==> config.mk <==
export PLATFORM = sky130hd
export DESIGN_NAME = ebarb_top
export DESIGN_NICKNAME = d
export VERILOG_FILES = /design/src/design/ebarb_pkg.sv /design/src/design/ebarb_ctl_if.sv /design/src/design/ebarb_relpt.sv /design/src/design/ebarb_top.sv /design/src/design/ebarb_wbuf.sv
export SDC_FILE = /design/constraint.sdc
export NUM_CORES = 1
export LEC_CHECK = 0
export ABC_AREA = 1
export ABC_CLOCK_PERIOD_IN_PS = 1000
export BUFFER_PORTS_ARGS = -buffer_cell sky130_fd_sc_hd__buf_2
export CAP_MARGIN = 20
export CELL_PAD_IN_SITES_DETAIL_PLACEMENT = 0
export CELL_PAD_IN_SITES_GLOBAL_PLACEMENT = 2
export CORE_AREA = 2 2 94 96
export CTS_CLUSTER_SIZE = 20
export DETAILED_ROUTE_END_ITERATION = 8
export DIE_AREA = 0 0 96 98
export PLACE_DENSITY = 0.87
export RECOVER_POWER = 100
export SLEW_MARGIN = 0
export SYNTH_ARGS = -nofsm -noshare
export SYNTH_HDL_FRONTEND = slang
export SYNTH_SLANG_ARGS = --single-unit
==> constraint.sdc <==
create_clock -name CLK_I -period 1 [get_ports CLK_I]
set_input_delay 0.05 -clock CLK_I [delete_from_list [all_inputs] [get_ports CLK_I]]
set_output_delay 0.05 -clock CLK_I [all_outputs]
set_load 0.01 [all_outputs]
==> src/design/ebarb_pkg.sv <==
// constants and types shared by the external bus arbitration block
// assumes one 100 MHz clock and an asynchronous active-low reset
package ebarb_pkg;

	// ==========================================================
	// pin widths
	localparam int ADDR_W = 20;
	localparam int DATA_W = 16;
	localparam int AREA_N = 4;
	localparam int DACK_N = 4;
	localparam int BYTE_N = 2;

	// ==========================================================
	// reset and idle values of the pin drivers
	localparam logic [ADDR_W-1:0] ADDR_RST = 20'h00000;
	localparam logic [DATA_W-1:0] DATA_RST = 16'h0000;
	localparam logic STROBE_IDLE = 1'b1;
	localparam logic STROBE_HELD = 1'b0;
	localparam logic DATA_FLOAT = 1'b0;

	// ==========================================================
	// master ownership states
	typedef enum logic [2:0] {
		OWN_CPU = 3'b001,
		OWN_CPU_YIELD = 3'b010,
		OWN_DMA = 3'b100
	} ebarb_own_e;

	localparam ebarb_own_e OWN_RST = OWN_CPU;

	// ==========================================================
	// strobe group of one bus cycle, active low
	typedef struct packed {
		logic [AREA_N-1:0] area_select_n;
		logic [BYTE_N-1:0] cas_n;
		logic as_n;
		logic rd_n;
		logic [BYTE_N-1:0] wr_n;
		logic ras_n;
		logic we_n;
		logic [DACK_N-1:0] dack_n;
	} ebarb_strb_s;

	localparam ebarb_strb_s STRB_IDLE = '{
		area_select_n: 4'hf,
		cas_n: 2'h3,
		as_n: 1'b1,
		rd_n: 1'b1,
		wr_n: 2'h3,
		ras_n: 1'b1,
		we_n: 1'b1,
		dack_n: 4'hf
	};

endpackage : ebarb_pkg

==> src/design/ebarb_ctl_if.sv <==
// signals between the arbiter core and its two helpers
// assumes the helpers run on the same clock as the core
`timescale 1ns/100ps
interface ebarb_ctl_if;
	logic cycle_end;
	logic cpu_lock;
	logic cpu_sleep;
	logic cpu_release;
	logic wbe;
	logic wr_start;
	logic wr_done;
	logic int_req;
	logic int_go;
	logic wr_busy;

	modport core (
		output cycle_end, cpu_lock, cpu_sleep, wbe, wr_start, wr_done, int_req,
		input cpu_release, int_go, wr_busy
	);
	modport relpt (
		input cycle_end, cpu_lock, cpu_sleep,
		output cpu_release
	);
	modport wbuf (
		input wbe, wr_start, wr_done, int_req,
		output int_go, wr_busy
	);
endinterface : ebarb_ctl_if

==> src/design/ebarb_relpt.sv <==
// finds the points at which the cpu may give up the bus
// assumes lock covers split accesses and read-modify-write series
`timescale 1ns/100ps
module ebarb_relpt
	import ebarb_pkg::*;
(
	input wire logic clk_i,
	input wire logic resetn_i,
	ebarb_ctl_if.relpt ctl
);
	logic series_r;
	logic series_nxt;

	// ==========================================================
	// series tracking
	always_comb begin
		series_nxt = series_r;
		if (ctl.cpu_lock) begin
			series_nxt = 1'b1;
		end else if (ctl.cycle_end) begin
			series_nxt = 1'b0;
		end
	end

	always_ff @(posedge clk_i or negedge resetn_i) begin
		if (!resetn_i) begin
			series_r <= 1'b0;
		end else begin
			series_r <= series_nxt;
		end
	end

	// ==========================================================
	// release point
	always_comb begin
		if (ctl.cpu_sleep) begin
			ctl.cpu_release = 1'b1;
		end else begin
			ctl.cpu_release = ctl.cycle_end & ~ctl.cpu_lock;
		end
	end
endmodule : ebarb_relpt

==> src/design/ebarb_top.sv <==
// external bus arbitration: master ownership, write buffer gate, idle pins
// assumes masters and the bus cycle engine are synchronous to CLK_I
`timescale 1ns/100ps
module ebarb_top
	import ebarb_pkg::*;
(
	input wire logic CLK_I,
	input wire logic RESETN_I,
	input wire logic CPU_REQ_I,
	input wire logic CPU_LOCK_I,
	input wire logic CPU_SLEEP_I,
	input wire logic CYCLE_END_I,
	input wire logic DMA_REQ_I,
	output logic CPU_ACK_O,
	output logic DMA_ACK_O,
	input wire logic WRITE_BUFFER_ENABLE_I,
	input wire logic EXT_WR_START_I,
	input wire logic EXT_WR_DONE_I,
	input wire logic INT_REQ_I,
	output logic INT_GO_O,
	output logic WR_BUSY_O,
	input wire logic CYCLE_ACTIVE_I,
	input wire logic RAS_DOWN_MODE_I,
	input wire logic [ebarb_pkg::AREA_N-1:0] DRAM_AREA_I,
	input wire logic [ebarb_pkg::ADDR_W-1:0] CYC_ADDR_I,
	input wire logic [ebarb_pkg::DATA_W-1:0] CYC_DATA_I,
	input wire logic CYC_DATA_OE_I,
	input wire ebarb_pkg::ebarb_strb_s CYC_STRB_I,
	output logic [ebarb_pkg::ADDR_W-1:0] ADDR_O,
	output logic [ebarb_pkg::DATA_W-1:0] DATA_O,
	output logic DATA_OE_O,
	output logic [ebarb_pkg::AREA_N-1:0] AREA_SELECT_N_O,
	output logic [ebarb_pkg::BYTE_N-1:0] CAS_N_O,
	output logic AS_N_O,
	output logic RD_N_O,
	output logic [ebarb_pkg::BYTE_N-1:0] WR_N_O,
	output logic RAS_N_O,
	output logic WE_N_O,
	output logic [ebarb_pkg::DACK_N-1:0] DACK_N_O
);
	import ebarb_pkg::*;

	// ==========================================================
	// functions
	// hand over at release point
	function automatic logic handover(input logic req, input logic rel);
		return req & rel;
	endfunction : handover

	// one acknowledge per owner, {cpu, dma}
	function automatic logic [1:0] own_acks(input ebarb_own_e st);
		logic [1:0] acks;
		acks = 2'h2;
		case (st)
			OWN_CPU: begin
				acks = 2'h2;
			end
			OWN_CPU_YIELD: begin
				acks = 2'h2;
			end
			OWN_DMA: begin
				acks = 2'h1;
			end
			default: begin
				acks = 2'h2;
			end
		endcase
		return acks;
	endfunction : own_acks

	function automatic ebarb_strb_s idle_strb(input logic held, input logic [AREA_N-1:0] area);
		ebarb_strb_s strb;
		strb = STRB_IDLE;
		if (held) begin
			strb.area_select_n = ~area;
			strb.ras_n = STROBE_HELD;
		end
		return strb;
	endfunction : idle_strb

	// ==========================================================
	// helpers
	ebarb_ctl_if ctl ();
	// bus control bits and cycle events pass straight to the helpers

	assign ctl.cycle_end = CYCLE_END_I;
	assign ctl.cpu_lock = CPU_LOCK_I;
	assign ctl.cpu_sleep = CPU_SLEEP_I;
	assign ctl.wbe = WRITE_BUFFER_ENABLE_I;
	assign ctl.wr_start = EXT_WR_START_I;
	assign ctl.wr_done = EXT_WR_DONE_I;
	assign ctl.int_req = INT_REQ_I;

	ebarb_relpt u_relpt (
		.clk_i(CLK_I),
		.resetn_i(RESETN_I),
		.ctl(ctl.relpt)
	);

	ebarb_wbuf u_wbuf (
		.clk_i(CLK_I),
		.resetn_i(RESETN_I),
		.ctl(ctl.wbuf)
	);

	// ==========================================================
	// ownership state
	ebarb_own_e own_r;
	ebarb_own_e own_nxt;
	logic cpu_ack_r;
	logic cpu_ack_nxt;
	logic dma_ack_r;
	logic dma_ack_nxt;

	always_comb begin
		own_nxt = own_r;
		case (own_r)
			OWN_CPU: begin
				if (handover(DMA_REQ_I, ctl.cpu_release)) begin
					own_nxt = OWN_DMA;
				end else if (DMA_REQ_I) begin
					// a request outside a release point waits in OWN_CPU_YIELD
					own_nxt = OWN_CPU_YIELD;
				end
			end
			OWN_CPU_YIELD: begin
				// series kept whole
				// cpu keeps its ack while it waits, so no cycle is cut
				if (!DMA_REQ_I) begin
					own_nxt = OWN_CPU;
				end else if (handover(DMA_REQ_I, ctl.cpu_release)) begin
					own_nxt = OWN_DMA;
				end
			end
			OWN_DMA: begin
				if (!DMA_REQ_I) begin
					own_nxt = OWN_CPU;
				end
			end
			default: begin
				own_nxt = OWN_RST;
			end
		endcase
	end

	// acknowledge held by owner
	// both acks come from the next state, so they never overlap
	always_comb begin
		{cpu_ack_nxt, dma_ack_nxt} = own_acks(own_nxt);
	end

	always_ff @(posedge CLK_I or negedge RESETN_I) begin
		if (!RESETN_I) begin
			own_r <= OWN_RST;
			cpu_ack_r <= 1'b1;
			dma_ack_r <= 1'b0;
		end else begin
			own_r <= own_nxt;
			cpu_ack_r <= cpu_ack_nxt;
			dma_ack_r <= dma_ack_nxt;
		end
	end

	assign CPU_ACK_O = cpu_ack_r;
	assign DMA_ACK_O = dma_ack_r;

	// ==========================================================
	// write buffer outputs
	logic int_go_r;
	logic int_go_nxt;
	logic wr_busy_r;
	logic wr_busy_nxt;

	// internal access permission, one cycle late
	always_comb begin
		int_go_nxt = ctl.int_go;
	end

	always_ff @(posedge CLK_I or negedge RESETN_I) begin
		if (!RESETN_I) begin
			int_go_r <= 1'b0;
		end else begin
			int_go_r <= int_go_nxt;
		end
	end

	// write in progress flag
	always_comb begin
		wr_busy_nxt = ctl.wr_busy;
	end

	always_ff @(posedge CLK_I or negedge RESETN_I) begin
		if (!RESETN_I) begin
			wr_busy_r <= 1'b0;
		end else begin
			wr_busy_r <= wr_busy_nxt;
		end
	end

	assign INT_GO_O = int_go_r;
	assign WR_BUSY_O = wr_busy_r;

	// ==========================================================
	// pin drivers
	logic [ADDR_W-1:0] addr_r;
	logic [ADDR_W-1:0] addr_nxt;
	logic [DATA_W-1:0] data_r;
	logic [DATA_W-1:0] data_nxt;
	logic data_oe_r;
	logic data_oe_nxt;
	ebarb_strb_s strb_r;
	ebarb_strb_s strb_nxt;
	logic ras_held;

	assign ras_held = RAS_DOWN_MODE_I & (|DRAM_AREA_I);

	// address and data group
	always_comb begin
		addr_nxt = CYC_ADDR_I;
		data_nxt = CYC_DATA_I;
		data_oe_nxt = CYC_DATA_OE_I;
		if (!CYCLE_ACTIVE_I) begin
			// idle address, data floats
			// the next cycle's address is shown early so the bus settles
			data_nxt = DATA_RST;
			data_oe_nxt = DATA_FLOAT;
		end
	end

	always_ff @(posedge CLK_I or negedge RESETN_I) begin
		if (!RESETN_I) begin
			addr_r <= ADDR_RST;
			data_r <= DATA_RST;
			data_oe_r <= DATA_FLOAT;
		end else begin
			addr_r <= addr_nxt;
			data_r <= data_nxt;
			data_oe_r <= data_oe_nxt;
		end
	end

	// strobe group
	always_comb begin
		strb_nxt = CYC_STRB_I;
		if (!CYCLE_ACTIVE_I) begin
			strb_nxt = idle_strb(ras_held, DRAM_AREA_I);
		end
	end

	always_ff @(posedge CLK_I or negedge RESETN_I) begin
		if (!RESETN_I) begin
			strb_r <= STRB_IDLE;
		end else begin
			strb_r <= strb_nxt;
		end
	end

	assign ADDR_O = addr_r;
	assign DATA_O = data_r;
	assign DATA_OE_O = data_oe_r;
	assign AREA_SELECT_N_O = strb_r.area_select_n;
	assign CAS_N_O = strb_r.cas_n;
	assign AS_N_O = strb_r.as_n;
	assign RD_N_O = strb_r.rd_n;
	assign WR_N_O = strb_r.wr_n;
	assign RAS_N_O = strb_r.ras_n;
	assign WE_N_O = strb_r.we_n;
	assign DACK_N_O = strb_r.dack_n;

endmodule : ebarb_top

==> src/design/ebarb_wbuf.sv <==
// tracks external writes and decides when an internal access may run
// assumes start and done are one-cycle pulses from the bus cycle engine
`timescale 1ns/100ps
module ebarb_wbuf
	import ebarb_pkg::*;
(
	input wire logic clk_i,
	input wire logic resetn_i,
	ebarb_ctl_if.wbuf ctl
);
	logic busy_r;
	logic busy_nxt;
	logic first_r;
	logic first_nxt;

	// ==========================================================
	// write state tracking
	always_comb begin
		busy_nxt = busy_r;
		first_nxt = 1'b0;
		if (ctl.wr_start) begin
			busy_nxt = 1'b1;
			first_nxt = 1'b1;
		end else if (ctl.wr_done) begin
			busy_nxt = 1'b0;
		end
	end

	always_ff @(posedge clk_i or negedge resetn_i) begin
		if (!resetn_i) begin
			busy_r <= 1'b0;
			first_r <= 1'b0;
		end else begin
			busy_r <= busy_nxt;
			first_r <= first_nxt;
		end
	end

	assign ctl.wr_busy = busy_r;

	// ==========================================================
	// internal access permission
	always_comb begin
		if (!ctl.wbe) begin
			ctl.int_go = ctl.int_req & ~busy_r;
		end else begin
			ctl.int_go = ctl.int_req & ~(busy_r & first_r);
		end
	end
endmodule : ebarb_wbuf

After elaboration in Yosys (flattened, before gate mapping)
Cells that the tools add are included.
Widths: inputs -> output; s select.
{ "totals": {"regBits": 62, "input_bits": 70} }
{ "op_classes": {"n_eq_ne": 4, "muxes": 17, "bitwise": 10, "n_reduce_logical": 2} }
{ "op_table": {"columns": ["operator", "n"], "rows": [
  ["$mux 16", 2],
  ["$mux 3", 5],
  ["$pmux 3 s3", 1],
  ["$mux 1", 7],
  ["$and 1x1->1", 6],
  ["$eq 3x3->1 const B", 2],
  ["$mux 4", 1],
  ["$not 4->4", 1],
  ["$reduce_or 4->1", 1],
  ["$eq 3x1->1 const B", 1],
  ["$eq 3x2->1 const B", 1],
  ["$not 1->1", 3],
  ["$mux 2", 1],
  ["$reduce_bool 2->1", 1]
]} }

Longest topological paths before layout
Gate-level depths: netlist of the first run.
{ "logic_depth": {"ltp_word": 9, "mapped_depth": 5, "depth_no_buf": 5} }

Modules after synthesis
A second synthesis of the first run with hierarchy kept.
{ "unflattened": {"cells_unflattened": 164, "area_unflattened_um2": 2047.0} }
{ "by_module_without_submodules": {"columns": ["module", "n_inst", "cells_each", "area_each_um2", "seq_area_each_um2"], "rows": [
  ["ebarb_top", 1, 152, 1954.4, 1524.0],
  ["ebarb_wbuf", 1, 8, 77.6, 50.0],
  ["ebarb_relpt", 1, 4, 15.0, 0.0]
]} }

Least setup slack after synthesis of the first run
No wires, ideal clock.
{ "synth_path": {"path_kind": "reg2reg", "start": "register own_r[0]", "end": "register dma_ack_r, in the netlist DMA_ACK_O", "setup_time_ns": 0.118, "arrival_time_ns": 0.801, "required_ns": 0.882, "setup_slack_ns": 0.082, "stages_incl_launch_ff": 6, "path_buffers": 0, "path_cell_list": "dfstp_2 inv_1 nand3_1 nand2_1 nand2_1 nand2_1"} }
{ "synth_via": {"elab_chain_cells": 5, "word_cells_on_any_way": 11} }
{ "synth_rtl": {"columns": ["element", "line_no", "text"], "rows": [
  ["from (decl)", "ebarb_top.sv:108", "ebarb_own_e own_r;"],
  ["from (signal assigned)", "ebarb_top.sv:158", "own_r <= own_nxt;"],
  ["$mux 3, on equally long branches", "ebarb_top.sv:131, ebarb_top.sv:121", null],
  ["$mux 3, on equally long branches", "ebarb_top.sv:129, ebarb_top.sv:119", null],
  ["$pmux 3 s3 *", "ebarb_top.sv:117", "case (own_r)"],
  ["$eq 3x3->1 *", "ebarb_top.sv:54", "case (st)"],
  ["$mux 2 *", "ebarb_top.sv:54", null],
  ["named net dma_ack_nxt", "ebarb_top.sv:113", "logic dma_ack_nxt;"],
  ["to (signal assigned)", "ebarb_top.sv:160", "dma_ack_r <= dma_ack_nxt;"],
  ["to (decl)", "ebarb_top.sv:112", "logic dma_ack_r;"]
]} }
Mark *: on every way through the listed nets, which the timed path passes. The rest lies on a longest branch.
A chain may end at the register's enable or synchronous reset.

Worst setup path in the final report of the first run
{ "layout_path": {"start": "register strb_r (netlist bit AREA_SELECT_N_O[2])", "end": "output AREA_SELECT_N_O[2] in the netlist's numbering"} }
{ "layout_rtl": {"columns": ["element", "line_no", "text"], "rows": [
  ["from (decl)", "ebarb_top.sv:211", "ebarb_strb_s strb_r;"],
  ["from (signal assigned)", "ebarb_top.sv:254", "strb_r <= strb_nxt;"],
  ["to (decl)", "ebarb_top.sv:32", "output logic [ebarb_pkg::AREA_N-1:0] AREA_SELECT_N_O,"]
]} }
No word-level cell between the ends.

==> metrics, run 1 <==
CTS tree=built; Mean Syn Cell Area=12.8 µm²; Post-DP Area=approximately 2800 µm²; final WL=5.30 mm; synth top area cells=dfrtp_1 (55%), dfstp_2 (24%), nand2_1 (7.0%); synthesized cell area=1990 µm²; Area growth syn-to-layout=84.9%; LEAKAGE=around 1.9 nW; Worst EP arrival=0.95 ns; unrepaired setup endpoints after global routing=true; Cells after Synth=155; core area=8470 µm²; Synth Area in Simple Gates=12.8%; Synth warnings=0; crit path max fanout=1; share of the synthesized area in the top cell type=55.4%; Syn Nets=225; die boundary height=between 90 and 100 µm; DRC Markers=0; cell chain of the critical path=buf_6; number of global-route vias before repair=1919; maximum clock insertion buffer count=2; PortBufs=125; Setup TNS=-0.00130 ns; largest net degree at the start of global routing=63; postcts setup bufs=0; final worst-path cycle share=100%; Die ar.=9410 µm²; Reg2Reg Setup Slack=0.03 ns; Yosys top cell by area=dfrtp_1; startpoint types=register; Antenna diodes=0; CP max-delay cell=dfstp_2; io pins=between 100 and 150; sequential area share after synthesis=79.2%; XOR/XNOR share of the synthesized area=0%; status=complete, but fails checks; DRT Pass-1 Iters=6; Seq cells post-synth=62; Via density=3.83; Top delay family on crit path=flip-flops; Sink Count=62; largest family of logic cells by synthesized area=simple AND/OR/NAND/NOR gates; Overflow after GRT=0; # setup viols final=1; Worst-path clk slew=0.06 ns; VDD IR max=0.000745 V; compound-cell area share of the yosys netlist=roughly 2.7%; f_max=999 MHz; initial antenna violation count=0; non-filler cells, final=469; placed insts=388; Synth Area in Adders=0%; share of layout cells above drive strength 1=about a third; max incr delay on CP=between 0.5 and 0.6 ns; required time of the worst setup path=~0.95 ns; max_cap viols=0; PD cells=1540 nW/µm²; dpl hpwl=3.50 mm; clk_skew=~0.0036 ns; synth unique cells=17; worst skew pair latency=0.32 ns; mux cell area share after synthesis=0%; final hold vios=0; most frequent cells in the layout=dlygate4sd3_1 (66), buf_2 (66), dfrtp_1 (44); Vias=between 1.5k and 2k; total power=5.66 mW; CP Capture Type=primary output; # H-tree levels=3; minimum clock period=1.00 ns; starting density of the core=23.5%; Final Max Slew Viols=0; slew margin rel.=63.6%; GRT Overall Usage=12.0%; Detail Route Antenna Nets=0; fin nets=427; worst setup margin=-0.00130 ns; row count=34; Bufs and invs on worst path=1; final instance area=~3700 µm²; Num CTS Buffers=9; Routed WL per cell=11.3 µm; worst slew pin tran=0.547 ns; GP Congestion=roughly 0.70; CTS root buffer=clkbuf_8; first-pass GRT wire length=8.53 mm; WS Path Type=register to primary output; failing checks=negative setup slack; Die X-Extent=96 µm; worst hold path class=primary input to register; initial drt markers=30
==> path summary, 6_finish.rpt <==
check	startpoint	endpoint	cells past startpoint
min	CYCLE_END_I	own_r[1]$_DFF_PN0_	4
min reg2reg	u_wbuf.ctl.wr_busy$_DFFE_PN0P_	WR_BUSY_O$_DFF_PN0_	0
max	AREA_SELECT_N_O[2]$_DFF_PN1_	AREA_SELECT_N_O[2]	1
max reg2reg	own_r[0]$_DFF_PN1_	CPU_ACK_O$_DFF_PN1_	3
max in group asynchronous	RESETN_I	CPU_ACK_O$_DFF_PN1_	3
min in group asynchronous	RESETN_I	DATA_O[0]$_DFF_PN0_	3
==> sequential cells by signal (all words and copies together), names as in the netlist, 2 cells and up <==
register         cells
DACK_N_O             4
own_r                3
WR_N_O               2
ADDR_O              20
CAS_N_O              2
DATA_O              16
AREA_SELECT_N_O      4
==> final cells by class <==
type	instances	area, µm²
Inverter	24	90.1
Fill cell	811	4790
Multi-Input combinational cell	66	318
Tap cell	108	135
Timing Repair Buffer	194	1370
Sequential cell	62	1570
Clock buffer	11	141
Clock inverter	4	47.5
==> power breakdown <==
group / internal [mW] / switching [mW]
clock: 1.20 / 0.887
sequential: 2.70 / 0.0621
combinational: 0.452 / 0.358
==> stage by stage <==
| step | hold WS, ns | setup WS [ns] | util [%] |
|---|---|---|---|
| floorplan | -0.246 | 0.0817 | - |
| global placement | 0.0809 | 0.0433 | 32.7 |
| detailed placement | 0.0898 | 0.0213 | 32.7 |
| CTS | 0.00434 | -0.0327 | 44.0 |
| global route | 0.0388 | -0.0574 | 43.4 |
| finish | 0.0334 | -0.00130 | 43.4 |
==> Yosys cell counts <==
cell type  number
a21boi_0        2
a21oi_1         3
a31oi_1         1
buf_2           3
dfrtp_1        44
dfstp_2        18
inv_1          23
inv_2           1
nand2_1        37
nand3_1         4
nand3b_1        2
nor2_1          3
o21ai_0         1
o21ai_1         1
o21bai_1        1
or2_1           6
or2_2           5
==> routing by layer <==
layer	wire length (µm)	vias to the layer above	track usage [%]
met5	0	-	0
met4	76	0	6.15
met2	2730	82	20.4
met1	1980	840	11.9
li1	-	866	-
met3	505	8	6.02
==> cell families (layout without fill, tap and decap cells) <==
kind of cell | count (synthesis) | in the layout
AO/OA/AOI/OAI | 9 | 9
AND/OR/NAND/NOR | 57 | 57
buffers and inverters | 27 | 233
flip-flops | 62 | 62
==> what timing repair did <==
item / CTS / global route
gates resized for setup: 18 / 3
endpoints found under the hold margin: 103 / 0
hold buffers: 66 / 0
endpoints found under the setup margin: 17 / 19
Note: power is estimated with default switching activity, not from simulation.
==> run 2, diff against run 1 <==
--- a/config.mk
+++ b/config.mk
@@ -13,7 +13,7 @@
 export CELL_PAD_IN_SITES_GLOBAL_PLACEMENT = 2
-export CORE_AREA = 2 2 94 96
+export CORE_AREA = 2 2 72 126
 export CTS_CLUSTER_SIZE = 20
 export DETAILED_ROUTE_END_ITERATION = 8
-export DIE_AREA = 0 0 96 98
-export PLACE_DENSITY = 0.87
+export DIE_AREA = 0 0 74 128
+export PLACE_DENSITY = 0.86
 export RECOVER_POWER = 100
--- a/constraint.sdc
+++ b/constraint.sdc
@@ -3,2 +3,2 @@
 set_output_delay 0.05 -clock CLK_I [all_outputs]
-set_load 0.01 [all_outputs]
+set_load 0.05 [all_outputs]
==> run 2 against run 1 <==
  * The run still ends with negative setup slack left
  * Total power grew 26%
  * Sequential share of layout area shrank 2.6 points
  * Clock power grew 47%
  * Clock skew shrank 0.0019 ns
  * Clock-buffer cell count is the same
  * Hold slack lost 0.014 ns
  * Critical path type unchanged
  * Combinational power grew 60%
  * Maximum frequency shrank 5.5%
  * Routed wire length grew 6.0%
  * Register-to-register slack gained 0.02 ns
  * Final cell count grew 1.9%
  * Critical path depth is the same
==> metrics, run 2 (synthesized netlist as in run 1, its figures left out) <==
PD cells=1830 nW/µm² (+19%); LEAKAGE=2.04 nW (+10%); initial drt markers=52 (+73%); Detail Route Antenna Nets=0 (unchanged); DRC Markers=0 (unchanged); DRT Pass-1 Iters=4 (-2); worst skew pair latency=0.33 ns (about the same); worst slew pin tran=0.557 ns (+0.0107 ns); max_cap viols=0 (unchanged); CP Capture Type=primary output; crit path max fanout=1 (unchanged); dpl ws=0.0391 ns (+0.0178 ns); Die ar.=9470 µm² (+0.68%); Num CTS Buffers=9 (unchanged); core area=8500 µm² (+0.43%); unrepaired setup endpoints after global routing=true; cell chain of the critical path=buf_8; worst hold path class=primary input to register; postcts setup bufs=0 (unchanged); VDD IR max=0.000805 V (+8.0%); worst setup margin=-0.0599 ns (-0.0586 ns); Via density=3.77 (-1.5%); final instance area=3910 µm² (+6.3%); Die X-Extent=74 µm (-23%); maximum clock insertion buffer count=2 (unchanged); startpoint types=register; Worst EP arrival=1.01 ns (+0.06 ns); clk_skew=0.00170 ns (-0.00188 ns); # setup viols final=17 (+16); most frequent cells in the layout=buf_2 (99), dlygate4sd3_1 (64), dfrtp_1 (44); number of global-route vias before repair=1930 (+0.57%); commonest non-fill, non-tap cell in the layout=buf_2; CTS root buffer=clkbuf_16; Worst-path clk slew=0.05 ns (about the same); starting density of the core=23.4% (-0.10 points); PortBufs=125 (unchanged); Antenna diodes=0 (unchanged); share of layout cells above drive strength 1=46.5% (+12 points); Final Max Slew Viols=0 (unchanged); max incr delay on CP=0.54 ns (about the same); Top delay family on crit path=flip-flops; total power=7.14 mW (+26%); WS Path Type=register to primary output; minimum clock period=1.06 ns (+0.0586 ns); slew margin rel.=62.9% (-0.71 points); CP max-delay cell=dfstp_2; Post-DP Area=2790 µm² (+0.68%); dpl hpwl=3.66 mm (+4.8%); Sink Count=62 (unchanged); io pins=127 (unchanged); die boundary height=128 µm (+31%); final hold vios=0 (unchanged); initial antenna violation count=0 (unchanged); GP Congestion=0.665 (-4.8%); fin nets=426 (-0.23%); # H-tree levels=3 (unchanged); final WL=5.61 mm (+6.0%); max reg flops=20 (unchanged); final worst-path cycle share=106% (+5.9 points); Bufs and invs on worst path=1 (unchanged); GRT Overall Usage=12.9% (+0.90 points); required time of the worst setup path=0.95 ns (about the same); Routed WL per cell=11.7 µm (+4.0%); Vias=1803 (+0.39%); failing checks=negative setup slack; status=complete, but fails checks; Overflow after GRT=0 (unchanged); Filler cells=812 (+0.12%); Area growth syn-to-layout=96.6%; f_max=943 MHz (-5.5%); row count=45 (+32%); CTS tree=built; largest net degree at the start of global routing=63 (unchanged); first-pass GRT wire length=8.80 mm (+3.2%)
run 2: cell type report:
type,count,area (µm²),share of cell area [%]
clock buffers,11,243,6.21
clock inverters,5,58.8,1.51
inverters,24,90.1,2.31
multi-input cells,66,318,8.14
flip-flops and latches,62,1570,40.3
well taps,117,146,3.75
repair buffers,193,1480,37.8
run 2: what timing repair did:
item | 4_1_cts | 5_1_grt
endpoints found under the setup margin | 17 | 25
pin swaps | 0 | 1
resized for setup | 48 | 12
endpoints found under the hold margin | 103 | 0
cloned | 0 | 0
hold buffers | 64 | 0
run 2: tightest hold or removal path, cell delays in order:
cell     delay (ns)
buf_2          0.09
a21oi_1        0.08
nand2_1        0.05
a21oi_1        0.04
run 2: per-layer routing:
layer | vias up | global-route usage (%) | wire length [µm]
met2 | 72 | 23.1 | 3260
li1 | 866 | - | -
met3 | 11 | 4.17 | 312
met1 | 854 | 12.3 | 1870
met4 | 0 | 7.81 | 174
met5 | - | 0 | 0
run 2: per-stage QoR:
stage / util, % / instances / setup TNS (ns) / hold slack (ns)
2_1_floorplan: - / 155 / 0 / -0.246
3_3_place_gp: 32.8 / 398 / 0 / 0.0777
3_5_place_dp: 32.8 / 398 / 0 / 0.0878
4_1_cts: 45.7 / 478 / -1.12 / 0.00574
5_1_grt: 45.9 / 478 / -1.54 / 0.0215
6_report: 45.9 / 478 / -0.806 / 0.0197
run 2: worst paths after layout:
path,cells after the start,to,from,slack (ns)
worst max register to register,5,own_r[2]$_DFF_PN0_,own_r[0]$_DFF_PN1_,0.05
min in group asynchronous,3,ADDR_O[5]$_DFF_PN0_,RESETN_I,0.33
worst min-delay path,4,own_r[1]$_DFF_PN0_,CYCLE_END_I,0.02
max in group asynchronous,3,DATA_O[10]$_DFF_PN0_,RESETN_I,0.26
worst max-delay path,1,DACK_N_O[3],DACK_N_O[3]$_DFF_PN1_,-0.06
worst min register to register,0,WR_BUSY_O$_DFF_PN0_,u_wbuf.ctl.wr_busy$_DFFE_PN0P_,0.40
run 2: where the power goes:
| group | switching (mW) | total, mW | internal, mW |
|---|---|---|---|
| logic | 0.783 | 1.30 | 0.518 |
| registers | 0.0711 | 2.78 | 2.71 |
| clock network | 1.07 | 3.06 | 1.99 |
